==> config.mk <==
export PLATFORM = sky130hd
export DESIGN_NAME = ocs_output_clock
export DESIGN_NICKNAME = d
export VERILOG_FILES = /design/src/rtl/ocs_pkg.sv /design/src/rtl/ocs_sync2.sv /design/src/rtl/ocs_output_clock.sv
export SDC_FILE = /design/constraint.sdc
export NUM_CORES = 1
export LEC_CHECK = 0
export ABC_CLOCK_PERIOD_IN_PS = 3400
export BUFFER_PORTS_ARGS = -buffer_cell sky130_fd_sc_hd__buf_2
export CAP_MARGIN = 5
export CORE_MARGIN = 2
export CORE_UTILIZATION = 50
export CTS_BUF_LIST = sky130_fd_sc_hd__clkbuf_4 sky130_fd_sc_hd__clkbuf_8
export DETAILED_ROUTE_END_ITERATION = 10
export PLACE_DENSITY = 0.76
export SLEW_MARGIN = 20
export SYNTH_ARGS = -nofsm -noshare
export SYNTH_HDL_FRONTEND = slang
export SYNTH_SLANG_ARGS = --single-unit
export TNS_END_PERCENT = 10
==> constraint.sdc <==
create_clock -name ref_clk -period 3.4 [get_ports ref_clk]
set_input_delay 0.68 -clock ref_clk [delete_from_list [all_inputs] [get_ports ref_clk]]
set_output_delay 0.68 -clock ref_clk [all_outputs]
set_load 0.02 [all_outputs]
==> src/rtl/ocs_pkg.sv <==
// Purpose: Shared constants and carrier types for the output clock
//          start/stop and phase-step block.
// Assumes: AXI4-Lite register access, 32-bit data, 12-bit addresses.
// Notes:   Registers take one aligned word each, data in the low byte, the phase total in the low 16 bits.
package ocs_pkg;

  // ----------------------------------------------------------------
  // Register map
  // ----------------------------------------------------------------
  // Word indices; the byte address is four times the index
  localparam logic [9:0] OFS_OUTPUT_CONFIG = 10'h200;
  localparam logic [9:0] OFS_OUTPUT_STATUS = 10'h204;
  localparam logic [9:0] OFS_START_STOP_CONTROL = 10'h208;
  localparam logic [9:0] OFS_PHASE_STEP = 10'h207;
  localparam logic [9:0] OFS_PHASE_TOTAL = 10'h210;

  localparam logic [7:0] RST_OUTPUT_CONFIG = 8'h00;
  localparam logic [7:0] RST_START_STOP_CONTROL = 8'h00;
  localparam logic [7:0] RST_PHASE_STEP = 8'h00;
  localparam logic [15:0] RST_PHASE_TOTAL = 16'h0000;

  // ----------------------------------------------------------------
  // Field positions
  // ----------------------------------------------------------------
  // Output configuration
  localparam int CFG_PHASE_EN = 0;
  localparam int CFG_FORMAT_LSB = 1;
  localparam int CFG_TRISTATE = 4;
  localparam int CFG_NEG_ROUTE = 5;
  localparam int CFG_INVERT = 6;
  localparam int CFG_SQUELCH = 7;
  // Start/stop control
  localparam int CTL_MODE_LSB = 0;
  localparam int CTL_SRC_LSB = 2;
  localparam int CTL_STOP = 7;
  // Status
  localparam int STS_LEVEL = 0;
  localparam int STS_REQ = 1;
  localparam int STS_HALTED = 2;

  // ----------------------------------------------------------------
  // Encodings
  // ----------------------------------------------------------------
  localparam logic [1:0] MODE_NEVER = 2'h0;
  localparam logic [1:0] MODE_HIGH = 2'h1;
  localparam logic [1:0] MODE_LOW = 2'h2;

  localparam logic [3:0] SRC_SOFTWARE = 4'h0;
  localparam logic [3:0] SRC_PHASE_ARM = 4'h1;
  localparam logic [1:0] SRC_PIN_TAG = 2'h2;

  localparam logic [2:0] FMT_OFF = 3'h0;
  localparam logic [2:0] FMT_CML_STD = 3'h1;
  localparam logic [2:0] FMT_CML_NARROW = 3'h2;
  localparam logic [2:0] FMT_HSTL = 3'h3;
  localparam logic [2:0] FMT_CMOS_SAME = 3'h4;
  localparam logic [2:0] FMT_CMOS_NEG = 3'h5;
  localparam logic [2:0] FMT_CMOS_POS = 3'h6;
  localparam logic [2:0] FMT_CMOS_INV = 3'h7;

  localparam logic [1:0] RESP_OKAY = 2'h0;
  localparam logic [1:0] RESP_SLVERR = 2'h2;

  // ----------------------------------------------------------------
  // Bus carriers
  // ----------------------------------------------------------------
  typedef struct packed {
    logic [11:0] awaddr;
    logic awvalid;
    logic [31:0] wdata;
    logic [3:0] wstrb;
    logic wvalid;
    logic bready;
    logic [11:0] araddr;
    logic arvalid;
    logic rready;
  } ocs_axi_req_type;

  typedef struct packed {
    logic awready;
    logic wready;
    logic bvalid;
    logic [1:0] bresp;
    logic arready;
    logic rvalid;
    logic [31:0] rdata;
    logic [1:0] rresp;
  } ocs_axi_rsp_type;

endpackage

==> src/rtl/ocs_sync2.sv <==
// Purpose: Two-flop synchroniser for pin levels.
// Assumes: Inputs are slow levels, not pulses.
// Notes:   Only the second stage is visible to the rest of the block.
module ocs_sync2 #(
  parameter int WIDTH = 4
) (
  // Clock and reset
  input wire logic ref_clk,
  input wire logic rst,
  // Data
  input wire logic [WIDTH-1:0] async,
  output logic [WIDTH-1:0] synced
);

  logic [WIDTH-1:0] meta_reg;

  always_ff @(posedge ref_clk) begin
    if (rst) begin
      meta_reg <= '0;
      synced <= '0;
    end else begin
      meta_reg <= async;
      synced <= meta_reg;
    end
  end

endmodule

==> src/rtl/ocs_output_clock.sv <==
// Purpose: Start/stop gating, pin formatting and phase stepping for one
//          output clock, with an AXI4-Lite register slave.
// Assumes: fastClk and slowDivClk are levels from ref_clk logic;
//          gpioPin levels are asynchronous.
// Notes:   Pin outputs lag fastClk by two cycles.

// Summary of operation
// (RULE1) A phase step is applied only while phase shifting is enabled.
// (RULE2) Each phase adjustment event applies the step exactly once.
// (RULE3) The step is an 8-bit two's-complement count of half UI.
// (RULE4) Positive steps delay the edge, negative steps advance it.
// (RULE5) Source 0000 halts the output while the software stop bit is 1.
// (RULE6) Source 0001 halts on arming and restarts on adjust done.
// (RULE7) Sources 1000-1011 pick pins 0-3; other codes are not used.
// (RULE8) Mode 00 never halts; mode 11 is not used.
// (RULE9) Mode 01 halts high after a rise and resumes after a fall.
// (RULE10) Mode 10 halts low after a fall and resumes after a rise.
// (RULE11) The format chooses which pin shows the halted level.
// (RULE12) Halted with tristate set floats both pins above all else.
// (RULE13) Otherwise the slow-divider route drives the negative pin.
// (RULE14) Otherwise inversion swaps halt high and halt low.
// (RULE15) Auto-squelch halts the output while no reference is chosen.
// (RULE16) Halts and restarts occur only at clean clock edges.
module ocs_output_clock import ocs_pkg::*; (
  // Clock and reset
  input wire logic ref_clk,
  input wire logic rst,
  // Register bus
  input wire ocs_axi_req_type axiReq,
  output ocs_axi_rsp_type axiRsp,
  // Clock sources
  input wire logic fastClk,
  input wire logic slowDivClk,
  // Phase adjustment and reference state
  input wire logic phaseAdjEvent,
  input wire logic phaseArmed,
  input wire logic adjustDoneLatched,
  input wire logic noRefSelected,
  // General-purpose pins
  input wire logic [3:0] gpioPin,
  // Output pins
  output logic outPositivePinO,
  output logic outPositivePinOe,
  output logic outNegativePinO,
  output logic outNegativePinOe,
  // Phase step to the output divider
  output logic phaseStepApply,
  output logic [7:0] phaseStepValue
);

  // ----------------------------------------------------------------
  // Registers and bus state
  // ----------------------------------------------------------------
  logic [7:0] cfgReg, ctlReg, stepReg;
  logic [15:0] totalReg;
  logic awHeldReg, wHeldReg, bvalidReg, rvalidReg, wStrbReg;
  logic [9:0] awIndexReg, arIndex;
  logic [7:0] wDataReg;
  logic [1:0] brespReg, rrespReg;
  logic [31:0] rdataReg;

  logic awTake, wTake, doWrite, arTake;
  logic wrMapped, rdMapped;
  logic [31:0] rdMux;

  assign awTake = axiReq.awvalid && !awHeldReg && !bvalidReg;
  assign wTake = axiReq.wvalid && !wHeldReg && !bvalidReg;
  assign doWrite = awHeldReg && wHeldReg && !bvalidReg;
  assign arTake = axiReq.arvalid && !rvalidReg;
  assign arIndex = axiReq.araddr[11:2];
  assign wrMapped = awIndexReg inside {OFS_OUTPUT_CONFIG,
                    OFS_START_STOP_CONTROL, OFS_PHASE_STEP};
  assign rdMapped = arIndex inside {OFS_OUTPUT_CONFIG, OFS_OUTPUT_STATUS,
                    OFS_START_STOP_CONTROL, OFS_PHASE_STEP, OFS_PHASE_TOTAL};

  assign axiRsp.awready = !awHeldReg && !bvalidReg;
  assign axiRsp.wready = !wHeldReg && !bvalidReg;
  assign axiRsp.bvalid = bvalidReg;
  assign axiRsp.bresp = brespReg;
  assign axiRsp.arready = !rvalidReg;
  assign axiRsp.rvalid = rvalidReg;
  assign axiRsp.rdata = rdataReg;
  assign axiRsp.rresp = rrespReg;

  // ----------------------------------------------------------------
  // Control fields
  // ----------------------------------------------------------------
  logic phaseEn, tristate, negRoute, invert, autoSquelch, stopBit;
  logic [2:0] fmtSel;
  logic [1:0] modeSel;
  logic [3:0] srcSel;

  assign phaseEn = cfgReg[CFG_PHASE_EN];
  assign fmtSel = cfgReg[CFG_FORMAT_LSB +: 3];
  assign tristate = cfgReg[CFG_TRISTATE];
  assign negRoute = cfgReg[CFG_NEG_ROUTE];
  assign invert = cfgReg[CFG_INVERT];
  assign autoSquelch = cfgReg[CFG_SQUELCH];
  assign modeSel = ctlReg[CTL_MODE_LSB +: 2];
  assign srcSel = ctlReg[CTL_SRC_LSB +: 4];
  assign stopBit = ctlReg[CTL_STOP];

  // ----------------------------------------------------------------
  // Halt request selection
  // ----------------------------------------------------------------
  logic [3:0] gpioSync;
  logic armReqReg, srcReq, modeActive, haltReq, haltLevel;

  ocs_sync2 #(.WIDTH(4)) gpioSyncInst (
    .ref_clk(ref_clk),
    .rst(rst),
    .async(gpioPin),
    .synced(gpioSync)
  );

  assign srcReq = srcSel == SRC_SOFTWARE ? stopBit :         // see RULE5
                  srcSel == SRC_PHASE_ARM ? armReqReg :      // see RULE6
                  srcSel[3:2] == SRC_PIN_TAG ? gpioSync[srcSel[1:0]] :
                  1'b0;                                      // see RULE7
  // Mode 11 behaves as never-stop, the safe reading of a bad code
  assign modeActive = modeSel == MODE_HIGH || modeSel == MODE_LOW; // see RULE8
  assign haltReq = modeActive &&
                   (srcReq || (autoSquelch && noRefSelected)); // see RULE15
  assign haltLevel = modeSel == MODE_HIGH;                   // see RULE9, RULE10

  always_ff @(posedge ref_clk) begin
    if (rst) begin
      armReqReg <= 1'b0;
    end else if (adjustDoneLatched) begin
      armReqReg <= 1'b0;                                     // see RULE6
    end else if (phaseArmed) begin
      armReqReg <= 1'b1;
    end
  end

  // ----------------------------------------------------------------
  // Edge-aligned gating
  // ----------------------------------------------------------------
  logic prevClkReg, stoppedReg, holdReg, gatedReg;
  logic enterEdge, leaveEdge, stoppedNext, gatedNext;

  // Halt only on the edge into the halt level, resume only on the
  // edge out of it, so every phase seen on a pin is full length
  assign enterEdge = fastClk == haltLevel && prevClkReg != haltLevel;
  assign leaveEdge = fastClk != holdReg && prevClkReg == holdReg;
  assign stoppedNext = stoppedReg ? !(!haltReq && leaveEdge)
                                  : haltReq && enterEdge;   // see RULE16
  assign gatedNext = stoppedReg && stoppedNext ? holdReg : fastClk;

  always_ff @(posedge ref_clk) begin
    if (rst) begin
      prevClkReg <= 1'b0;
      stoppedReg <= 1'b0;
      holdReg <= 1'b0;
      gatedReg <= 1'b0;
    end else begin
      prevClkReg <= fastClk;
      stoppedReg <= stoppedNext;                             // see RULE16
      if (!stoppedReg && stoppedNext) begin
        holdReg <= haltLevel;                                // see RULE9, RULE10
      end
      gatedReg <= gatedNext;
    end
  end

  // ----------------------------------------------------------------
  // Pin formatting
  // ----------------------------------------------------------------
  logic pathClk, posNext, posOeNext, negNext, negOeNext;
  logic fmtPos, fmtPosOe, fmtNeg, fmtNegOe, floatAll;

  // Inverting after the gate turns a high halt into a low one
  assign pathClk = gatedReg ^ invert;                        // see RULE14
  assign fmtPos = fmtSel == FMT_HSTL || fmtSel == FMT_CMOS_INV ?
                  !pathClk : pathClk;                        // see RULE11
  assign fmtNeg = fmtSel == FMT_CML_STD || fmtSel == FMT_CML_NARROW ?
                  !pathClk : pathClk;
  assign fmtPosOe = fmtSel != FMT_OFF && fmtSel != FMT_CMOS_NEG;
  assign fmtNegOe = fmtSel != FMT_OFF && fmtSel != FMT_CMOS_POS;
  assign floatAll = stoppedReg && tristate;                  // see RULE12
  assign posNext = floatAll ? 1'b0 : fmtPos;
  assign posOeNext = floatAll ? 1'b0 : fmtPosOe;
  assign negNext = floatAll ? 1'b0 :
                   negRoute ? slowDivClk : fmtNeg;           // see RULE13
  assign negOeNext = floatAll ? 1'b0 : negRoute || fmtNegOe;

  always_ff @(posedge ref_clk) begin
    if (rst) begin
      outPositivePinO <= 1'b0;
      outPositivePinOe <= 1'b0;
      outNegativePinO <= 1'b0;
      outNegativePinOe <= 1'b0;
    end else begin
      outPositivePinO <= posNext;
      outPositivePinOe <= posOeNext;
      outNegativePinO <= negNext;
      outNegativePinOe <= negOeNext;
    end
  end

  // ----------------------------------------------------------------
  // Phase stepping
  // ----------------------------------------------------------------
  logic eventPrevReg, eventRise;
  logic [15:0] stepExt;

  assign eventRise = phaseAdjEvent && !eventPrevReg;         // see RULE2
  // Half-UI units, sign extended: positive means a later edge
  assign stepExt = {{8{stepReg[7]}}, stepReg};               // see RULE3, RULE4

  always_ff @(posedge ref_clk) begin
    if (rst) begin
      eventPrevReg <= 1'b0;
      phaseStepApply <= 1'b0;
      phaseStepValue <= RST_PHASE_STEP;
      totalReg <= RST_PHASE_TOTAL;
    end else begin
      eventPrevReg <= phaseAdjEvent;
      phaseStepApply <= eventRise && phaseEn;                // see RULE1
      if (eventRise && phaseEn) begin
        phaseStepValue <= stepReg;
        totalReg <= totalReg + stepExt;                      // see RULE4
      end
    end
  end

  // ----------------------------------------------------------------
  // Register slave
  // ----------------------------------------------------------------
  assign rdMux = arIndex == OFS_OUTPUT_CONFIG ? {24'h00_0000, cfgReg} :
                 arIndex == OFS_START_STOP_CONTROL ? {24'h00_0000, ctlReg} :
                 arIndex == OFS_PHASE_STEP ? {24'h00_0000, stepReg} :
                 arIndex == OFS_PHASE_TOTAL ? {16'h0000, totalReg} :
                 arIndex == OFS_OUTPUT_STATUS ?
                   {29'h0000_0000, stoppedReg, haltReq, gatedReg} :
                 32'h0000_0000;

  always_ff @(posedge ref_clk) begin
    if (rst) begin
      awHeldReg <= 1'b0;
      wHeldReg <= 1'b0;
      awIndexReg <= 10'h000;
      wDataReg <= 8'h00;
      wStrbReg <= 1'b0;
    end else begin
      if (awTake) begin
        awHeldReg <= 1'b1;
        awIndexReg <= axiReq.awaddr[11:2];
      end
      if (wTake) begin
        wHeldReg <= 1'b1;
        wDataReg <= axiReq.wdata[7:0];
        wStrbReg <= axiReq.wstrb[0];
      end
      if (doWrite) begin
        awHeldReg <= 1'b0;
        wHeldReg <= 1'b0;
      end
    end
  end

  always_ff @(posedge ref_clk) begin
    if (rst) begin
      cfgReg <= RST_OUTPUT_CONFIG;
      ctlReg <= RST_START_STOP_CONTROL;
      stepReg <= RST_PHASE_STEP;
      bvalidReg <= 1'b0;
      brespReg <= RESP_OKAY;
    end else begin
      if (doWrite) begin
        bvalidReg <= 1'b1;
        brespReg <= wrMapped ? RESP_OKAY : RESP_SLVERR;
        if (wStrbReg && awIndexReg == OFS_OUTPUT_CONFIG) cfgReg <= wDataReg;
        if (wStrbReg && awIndexReg == OFS_START_STOP_CONTROL) ctlReg <= wDataReg & 8'hBF;
        if (wStrbReg && awIndexReg == OFS_PHASE_STEP) stepReg <= wDataReg;
      end else if (bvalidReg && axiReq.bready) begin
        bvalidReg <= 1'b0;
      end
    end
  end

  always_ff @(posedge ref_clk) begin
    if (rst) begin
      rvalidReg <= 1'b0;
      rdataReg <= 32'h0000_0000;
      rrespReg <= RESP_OKAY;
    end else if (arTake) begin
      rvalidReg <= 1'b1;
      rdataReg <= rdMux;
      rrespReg <= rdMapped ? RESP_OKAY : RESP_SLVERR;
    end else if (rvalidReg && axiReq.rready) begin
      rvalidReg <= 1'b0;
    end
  end
endmodule

# Word level (Yosys, flattened, before mapping)
# Cells that the tools add are included.
[word_totals] regBits=125 in_bits=77
[op_classes] addsub=1 order_cmp=1 n_eq_ne=22 mux=21 bitwise_logic=1 reduce_logical=53
[ops] cell="$eq A10 B10 Y1 const B" n=8
[ops] cell="$mux W16" n=4
[ops] cell="$logic_and A1 B1 Y1" n=27
[ops] cell="$add A16 B16 Y16" n=1
[ops] cell="$mux W1" n=13
[ops] cell="$logic_not A1 Y1" n=9
[ops] cell="$eq A3 B2 Y1 const B" n=2
[ops] cell="$ne A3 B3 Y1 const B" n=2
[ops] cell="$reduce_and A2 Y1" n=3
[ops] cell="$reduce_bool A3 Y1" n=2
[ops] cell="$reduce_or A2 Y1" n=3
[ops] cell="$logic_or A1 B1 Y1" n=5
[ops] cell="$reduce_bool A5 Y1" n=1
[ops] cell="$eq A2 B2 Y1 const B" n=2
[ops] cell="$eq A4 B1 Y1 const B" n=1
[ops] cell="$logic_not A4 Y1" n=1
[ops] cell="$mux W2" n=2
[ops] cell="$reduce_bool A2 Y1" n=2
[ops] cell="$eq A3 B1 Y1 const B" n=1
[ops] cell="$eq A3 B3 Y1 const B" n=1
[ops] cell="$lt A2 B3 Y1 const B" n=1
[ops] cell="$mux W3" n=1
[ops] cell="$bmux W1 S2" n=1
[ops] cell="$eq A1 B1 Y1" n=2
[ops] cell="other kinds (3)" n=4

# Logic depth before layout (Yosys ltp)
# Gate-level depths: netlist (run 1).
[depth] word_depth=13 mapped_depth=9 mapped_depth_nobuf=9

# Cells and area by module
# Synthesis (run 1) repeated with hierarchy kept, for this count alone.
[hier_totals] hier_cells=595 area_unflattened_um2=5047.3
[by_module_without_submodules] module="ocs_output_clock" instances=1 cells_each=579 area_each_um2=4837.1
[by_module_without_submodules] module="ocs_sync2" instances=1 cells_each=16 area_each_um2=210.2

# Least setup slack after synthesis (run 1)
# No wires, ideal clock.
[synth_timing] kind="flip-flop to flip-flop" startpoint="register stepReg[0]" endpoint="register totalReg[14]" setup_ns=0.133 arrival_time_ns=2.357 path_slack_ns=0.910 stages_incl_launch_ff=10 synth_period_minus_slack_ns=2.490 cell_sequence="dfxtp_1 > ha_1 > fa_1 > a21oi_1 > o211ai_1 > a31o_1 > or4b_1 > a31oi_1 > xor2_1 > a21oi_1"
[synth_via] elab_chain_len=1
[synth_lines] item="from (decl)" line="ocs_output_clock.sv:54" rtl="logic [7:0] cfgReg, ctlReg, stepReg;"
[synth_lines] item="from (signal assigned)" line="ocs_output_clock.sv:275" rtl="if (wStrbReg && awIndexReg == OFS_PHASE_STEP) stepReg <= wDataReg;"
[synth_lines] item="$add A16 B16 Y16" line="ocs_output_clock.sv:222" rtl="totalReg <= totalReg + stepExt;"
[synth_lines] item="to (signal assigned)" line="ocs_output_clock.sv:222"
[synth_lines] item="to (decl)" line="ocs_output_clock.sv:55" rtl="logic [15:0] totalReg;"
# No other way between the ends.
# A chain may end at the register's enable or synchronous reset.

# Final worst setup path (run 1)
# Same ends and word-level chain as after synthesis.

==> flow_summary.json, run 1 <==
{
  "fin_cells": 797,
  "cp_slowest_cell": "or4b_1",
  "initial_utilization_pct": 51.3,
  "drtIter0Drc": 272,
  "cap_violations": 0,
  "ctsHoldBuffers": 0,
  "min_period_ns": 2.79,
  "diodes": 0,
  "r2r_start": "stepReg[0]$_SDFFE_PP0P_",
  "vias": 4326,
  "crit_family": "compound AO/OA/AOI/OAI gates",
  "ys.flop_type": "dfxtp_1",
  "synth-edff-count": 0,
  "postSynthCellCount": 594,
  "rows": 36,
  "grt_antenna_before_repair": 0,
  "dpl.hpwl_um": 8400,
  "yosysWarningCount": 0,
  "cpMostUsedCell": "a21oi_1",
  "cts_buffer_depth": 2,
  "synth.avg_cell_area_um2": 8.40,
  "clock_latency_ns": 0.37,
  "status": "finished clean",
  "numCtsBuffers": 9,
  "clkSinkCount": 107,
  "vdd_drop_max_v": 0.000241,
  "crit_required_ns": 3.63,
  "p_leak_uw": 0.00232,
  "hold_violations": 0,
  "gr-usage-all-layers_pct": 21.6,
  "drc": 0,
  "drt_wl_total_um": 11600,
  "grt_pass1_vias": 3958,
  "gp_congestion": 0.857,
  "r2r_slack_ns": 0.61,
  "synth_top_area_share_pct": 42.9,
  "grt_use_met1_pct": 27.8,
  "viasPerCell": 5.43,
  "area_growth_pct": 12.3,
  "coreArea_um2": 9730,
  "holdWs_ns": 0.446,
  "ctsResizeCount": 0,
  "clock.fmax_mhz": 359,
  "wl_per_cell_um": 14.6,
  "postCtsSetupBuffers": 0,
  "r2r_cells": 9,
  "slew_viol_final": 0,
  "period_share_pct": 82.0,
  "grt_pass1_wl_um": 19000,
  "rsz0062_at_grt": "no",
  "hold_path_depth": 1,
  "met3_usage_pct": 4.01,
  "synthArstFlopShare_pct": 0,
  "busiest_layer": "met2",
  "drtAntennaViolNets": 0,
  "ys_ff_latch": 107,
  "hp-class": "flop to flop",
  "grt_overflow_total": 0,
  "max_slew_margin_pct": 39.1,
  "ios": 131,
  "setup-tns-final_ns": 0,
  "cts-htree-levels": 3,
  "crit_type": "flop to flop",
  "met2_usage_pct": 36.3,
  "pwr_density_cell_nw_per_um2": 413,
  "fin_util_pct": 57.6,
  "numPlacedInstances": 781,
  "cp_slowest_stage_delay_ns": 0.51,
  "tightest_slew_ns": 0.913,
  "critPathMaxFanout": 4,
  "numPortBuffers": 81,
  "setup_viol_count_final": 0,
  "synth.area.top_cells": "dfxtp_1 (43%), a21oi_1 (7.8%), nand2_1 (6.9%), mux2i_1 (6.8%), nor2_1 (4.8%)",
  "min_delay_worst_endpoint": "gpioSyncInst.synced[1]$_SDFF_PP0_",
  "crit_path_start_kind": "flop",
  "drive_gt1_share_pct": 16.6,
  "die-height_um": 104,
  "cp_cell_sequence": "ha_1 -> fa_1 -> a21oi_1 -> o211ai_1 -> a31o_1 -> or4b_1 -> a31oi_1 -> xor2_1 -> a21oi_1",
  "tritoncts": "yes",
  "netlist_area_um2": 4990,
  "endpoint_kind": "flop",
  "yosysSeqAreaShare_pct": 42.9,
  "worstPathArrival_ns": 3.01,
  "synth.distinct_cells": 53,
  "skew_ns": 0.00999,
  "critPathBufInv": 0,
  "dieArea_um2": 10800,
  "worstReg2RegEnd": "totalReg[14]$_SDFFE_PP0P_",
  "path_clk_slew_ns": 0.10,
  "top_regs": "rdataReg x16, totalReg x16, awIndexReg x10",
  "min_from": "gpioSyncInst.meta_reg[1]$_SDFF_PP0_",
  "cts-root-buf": "clkbuf_8",
  "yosys.area.top_type": "dfxtp_1",
  "first_pass_iters": 6,
  "die_x_um": 104,
  "grt_max_degree": 84,
  "fin_nets": 753
}
[cells in the mapped netlist, types with 2 or more instances]
cell type and n:
clkbuf_1 25, nor4_1 4, a31oi_1 3, inv_1 10, or4b_1 2, dfxtp_1 107, nand3_1 11, a222oi_1 2
nand3b_1 2, buf_2 2, xnor2_1 8, a221oi_1 6, o21ai_0 15, buf_4 20, o211ai_1 5, nor3_1 13
nor3b_1 4, nand2_1 92, o21ai_1 2, a21oi_1 78, nand4b_1 2, o31ai_1 2, and2_1 2, a21o_1 3
nor2_1 64, ha_1 16, a211oi_1 11, and3b_1 2, nor2b_1 13, mux2i_1 34, o21bai_1 2, nand2b_1 3
xor2_1 8, and2b_1 2
[placed cells by master, fill, tap and decap left out, drive strengths merged, types with 3 or more instances in the layout]
cell,instances
ha,16
a21oi,79
nand3,12
xor2,8
a21o,3
a221oi,6
mux2i,34
o21ai,17
nor2b,13
a31oi,3
a211oi,11
conb,18
o211ai,5
nor4,5
nor3b,5
clkbuf,10
xnor2,8
buf,86
nand2,93
dfxtp,107
nor3,14
nor2,65
nand2b,3
inv,12
[worst reg2reg max path: stages, from the launching register on]
cell      delay (ns)
dfxtp_1         0.35
ha_1            0.25
fa_1            0.42
a21oi_1         0.25
o211ai_1        0.17
a31o_1          0.23
or4b_1          0.51
a31oi_1         0.21
xor2_1          0.16
a21oi_1         0.08
[how the worst max path moves through the flow]
stage	startpoint	endpoint	slack, ns	cells past startpoint
3_5_place_dp	stepReg[0]$_SDFFE_PP0P_	totalReg[14]$_SDFFE_PP0P_	0.65	9
5_1_grt	stepReg[0]$_SDFFE_PP0P_	totalReg[14]$_SDFFE_PP0P_	0.45	9
3_3_place_gp	stepReg[0]$_SDFFE_PP0P_	totalReg[14]$_SDFFE_PP0P_	0.70	9
4_1_cts	stepReg[0]$_SDFFE_PP0P_	totalReg[14]$_SDFFE_PP0P_	0.63	9
2_1_floorplan	stepReg[0]$_SDFFE_PP0P_	totalReg[14]$_SDFFE_PP0P_	0.91	9
6_report	stepReg[0]$_SDFFE_PP0P_	totalReg[14]$_SDFFE_PP0P_	0.61	9
[kinds of logic (layout without fill, tap and decap cells)]
kind of cell	Yosys count	count (layout)	share of synthesized area [%]
XOR/XNOR	16	16	2.81
flip-flops	107	107	42.9
AND/OR/NAND/NOR	225	225	20.9
buffers and inverters	59	112	6.14
other	1	18	0.0752
multiplexers	34	34	6.82
AO/OA/AOI/OAI	135	135	15.9
adder cells (fa/ha/maj)	17	17	4.41
[cell type report]
class	instances	area, µm²
Timing Repair Buffer	86	443
Sequential cell	107	2140
Clock buffer	10	138
Clock inverter	6	71.3
Fill cell	903	4130
Multi-Input combinational cell	445	2610
Inverter	10	37.5
Tap cell	133	166
[power by group]
| group | leakage (µW) | internal [µW] | switching, µW | total [µW] |
|---|---|---|---|---|
| logic | 0.00135 | 62.9 | 123 | 186 |
| registers | 0.000870 | 1290 | 25.9 | 1310 |
| clock network | 0.000105 | 369 | 446 | 815 |
[per-layer routing]
layer	routed length, µm	part of all wire, %	vias to the layer above
li1	-	-	2145
met1	5060	44	2006
met2	5600	48	153
met3	718	6.2	22
met4	231	2.0	0
met5	0	0	-
[per-stage QoR]
| step | power (µW) | worst slack [ns] | instance area (µm²) |
|---|---|---|---|
| global placement | 1520 | 0.699 | 5390 |
| global route | 2400 | 0.451 | 5600 |
| finish | 2310 | 0.613 | 5600 |
| floorplan | 1480 | 0.910 | 5050 |
| CTS | 2330 | 0.627 | 5600 |
| detailed placement | 1530 | 0.652 | 5390 |
Note: power is estimated with default switching activity, not from simulation.
==> run 2, diff against run 1 <==
Settings changed: ABC_CLOCK_PERIOD_IN_PS 3400 to 2900.
Clock period 3.4 ns to 2.9 ns, I/O delays scaled along.
==> run 2 against run 1 <==
  * Worst hold slack lost 0.088 ns
  * Sequential share of layout area shrank 0.15 points
  * Utilization grew 0.23 points
  * Via count shrank 1.8%
  * Critical endpoint unchanged
  * Largest cell class unchanged
==> flow_summary.json, run 2 (synthesized netlist as in run 1, its figures left out) <==
{
  "status": "finished clean",
  "first_pass_iters": 4,
  "skew_ns": 0.00932,
  "min_delay_worst_endpoint": "armReqReg$_SDFFE_PP0P_",
  "p_sw_uw": 682,
  "gp_congestion": 0.886,
  "hp-class": "input pin to flop",
  "r2r_cells": 9,
  "vias": 4249,
  "cts_buffer_depth": 2,
  "max_slew_margin_pct": 36.5,
  "r2r_start": "stepReg[0]$_SDFFE_PP0P_",
  "drtIter0Drc": 216,
  "clkSinkCount": 107,
  "grt_max_degree": 82,
  "crit_required_ns": 3.13,
  "area_growth_pct": 12.7,
  "grt_pass1_wl_um": 19200,
  "die_x_um": 104,
  "endpoint_kind": "flop",
  "r2r_slack_ns": 0.20,
  "coreArea_um2": 9730,
  "ios": 131,
  "drc": 0,
  "slew_viol_final": 0,
  "worstPathArrival_ns": 2.92,
  "p_leak_uw": 0.00233,
  "cap_violations": 0,
  "placed_area_um2": 5400,
  "tritoncts": "yes",
  "design_area_um2": 5630,
  "final_cell_mix": "dfxtp_1 (107), nand2_1 (92), buf_2 (81)",
  "fin_nets": 754,
  "cts-root-buf": "clkbuf_8",
  "setup-tns-final_ns": 0,
  "grt_pass1_vias": 4107,
  "hold_path_depth": 2,
  "power_frac_seq_pct": 55.7,
  "viasPerCell": 5.32,
  "min_period_ns": 2.70,
  "initial_utilization_pct": 51.3,
  "hold_violations": 0,
  "clock_latency_ns": 0.37,
  "die-height_um": 104,
  "vdd_drop_max_v": 0.000314,
  "tightest_slew_ns": 0.952,
  "drt_wl_total_um": 11500,
  "ctsHoldBuffers": 0,
  "rows": 36,
  "period_share_pct": 93.0,
  "p_int_uw": 2080,
  "top_regs": "rdataReg x16, totalReg x16, awIndexReg x10",
  "final_common_cell": "dfxtp_1",
  "wl_per_cell_um": 14.4,
  "drtAntennaViolNets": 0,
  "grt_antenna_before_repair": 0,
  "grt_overflow_total": 0,
  "gr-usage-all-layers_pct": 21.6,
  "dieArea_um2": 10800,
  "numCtsBuffers": 9,
  "critPathMaxFanout": 4,
  "drive_gt1_share_pct": 16.8,
  "setup_viol_count_final": 0,
  "numPortBuffers": 81,
  "combinationalPowerShare_pct": 7.9,
  "rsz0062_at_grt": "no",
  "diodes": 0,
  "fin_util_pct": 57.8,
  "pwr_density_cell_nw_per_um2": 491,
  "swShare_pct": 24.7,
  "worstReg2RegEnd": "totalReg[14]$_SDFFE_PP0P_",
  "crit_path_start_kind": "flop",
  "cts-htree-levels": 3,
  "path_clk_slew_ns": 0.10,
  "min_from": "adjustDoneLatched",
  "clock.fmax_mhz": 371,
  "dpl.hpwl_um": 8410,
  "crit_type": "flop to flop",
  "clockPowerShare_pct": 36.4
}
## run 2: critical path: stages (launching register included)
cell and delay (ns):
dfxtp_1 0.36, ha_1 0.26, fa_1 0.42, a21oi_2 0.20
o211ai_1 0.15, a31o_1 0.22, or4b_1 0.50, a31oi_1 0.20
xor2_1 0.16, a21oi_1 0.08
## run 2: area by class of cell
type / instances / area (µm²)
inverter: 10 / 37.5
fill: 916 / 4100
clock buffer: 10 / 131
multi-input combinational: 445 / 2610
clock inverter: 6 / 88.8
tap: 133 / 166
sequential: 107 / 2140
timing repair buffer: 87 / 450
## run 2: power by group through the flow
stage	combinational [µW]	clock, µW	sequential [µW]
after floorplan	155	0	1580
after global placement	213	0	1570
after detailed placement	218	0	1570
after CTS	218	1030	1540
after global routing	243	1090	1540
final	217	1010	1540
## run 2: stage by stage
stage	hold slack (ns)	setup slack, ns	total power, µW	std cells
6_report	0.358	0.204	2760	798
3_3_place_gp	0.422	0.189	1780	782
2_1_floorplan	0.414	0.410	1730	611
3_5_place_dp	0.429	0.176	1790	782
5_1_grt	0.348	0.0475	2880	798
4_1_cts	0.349	0.154	2780	798
## run 2: worst max-delay path by stage
| stage | start | end | slack (ns) | depth (start not counted) |
|---|---|---|---|---|
| after floorplan | stepReg[0]$_SDFFE_PP0P_ | totalReg[14]$_SDFFE_PP0P_ | 0.41 | 9 |
| after global placement | stepReg[0]$_SDFFE_PP0P_ | totalReg[14]$_SDFFE_PP0P_ | 0.19 | 9 |
| after detailed placement | stepReg[0]$_SDFFE_PP0P_ | totalReg[14]$_SDFFE_PP0P_ | 0.18 | 9 |
| after CTS | stepReg[0]$_SDFFE_PP0P_ | totalReg[14]$_SDFFE_PP0P_ | 0.15 | 9 |
| after global routing | stepReg[0]$_SDFFE_PP0P_ | totalReg[14]$_SDFFE_PP0P_ | 0.05 | 9 |
| final | stepReg[0]$_SDFFE_PP0P_ | totalReg[14]$_SDFFE_PP0P_ | 0.20 | 9 |
## run 2: repair_timing
| action | in CTS | in global routing |
|---|---|---|
| resized for setup | 0 | 1 |
| setup endpoints to repair | 0 | 1 |
| buffers inserted | 0 | 0 |
## run 2: metal layers
metal	share of wire (%)	wire length (µm)	GRT usage, %
met5	0	0	0
met4	1.4	157	6.95
met3	4.2	485	3.88
met2	48	5550	37.2
met1	46	5270	27.4
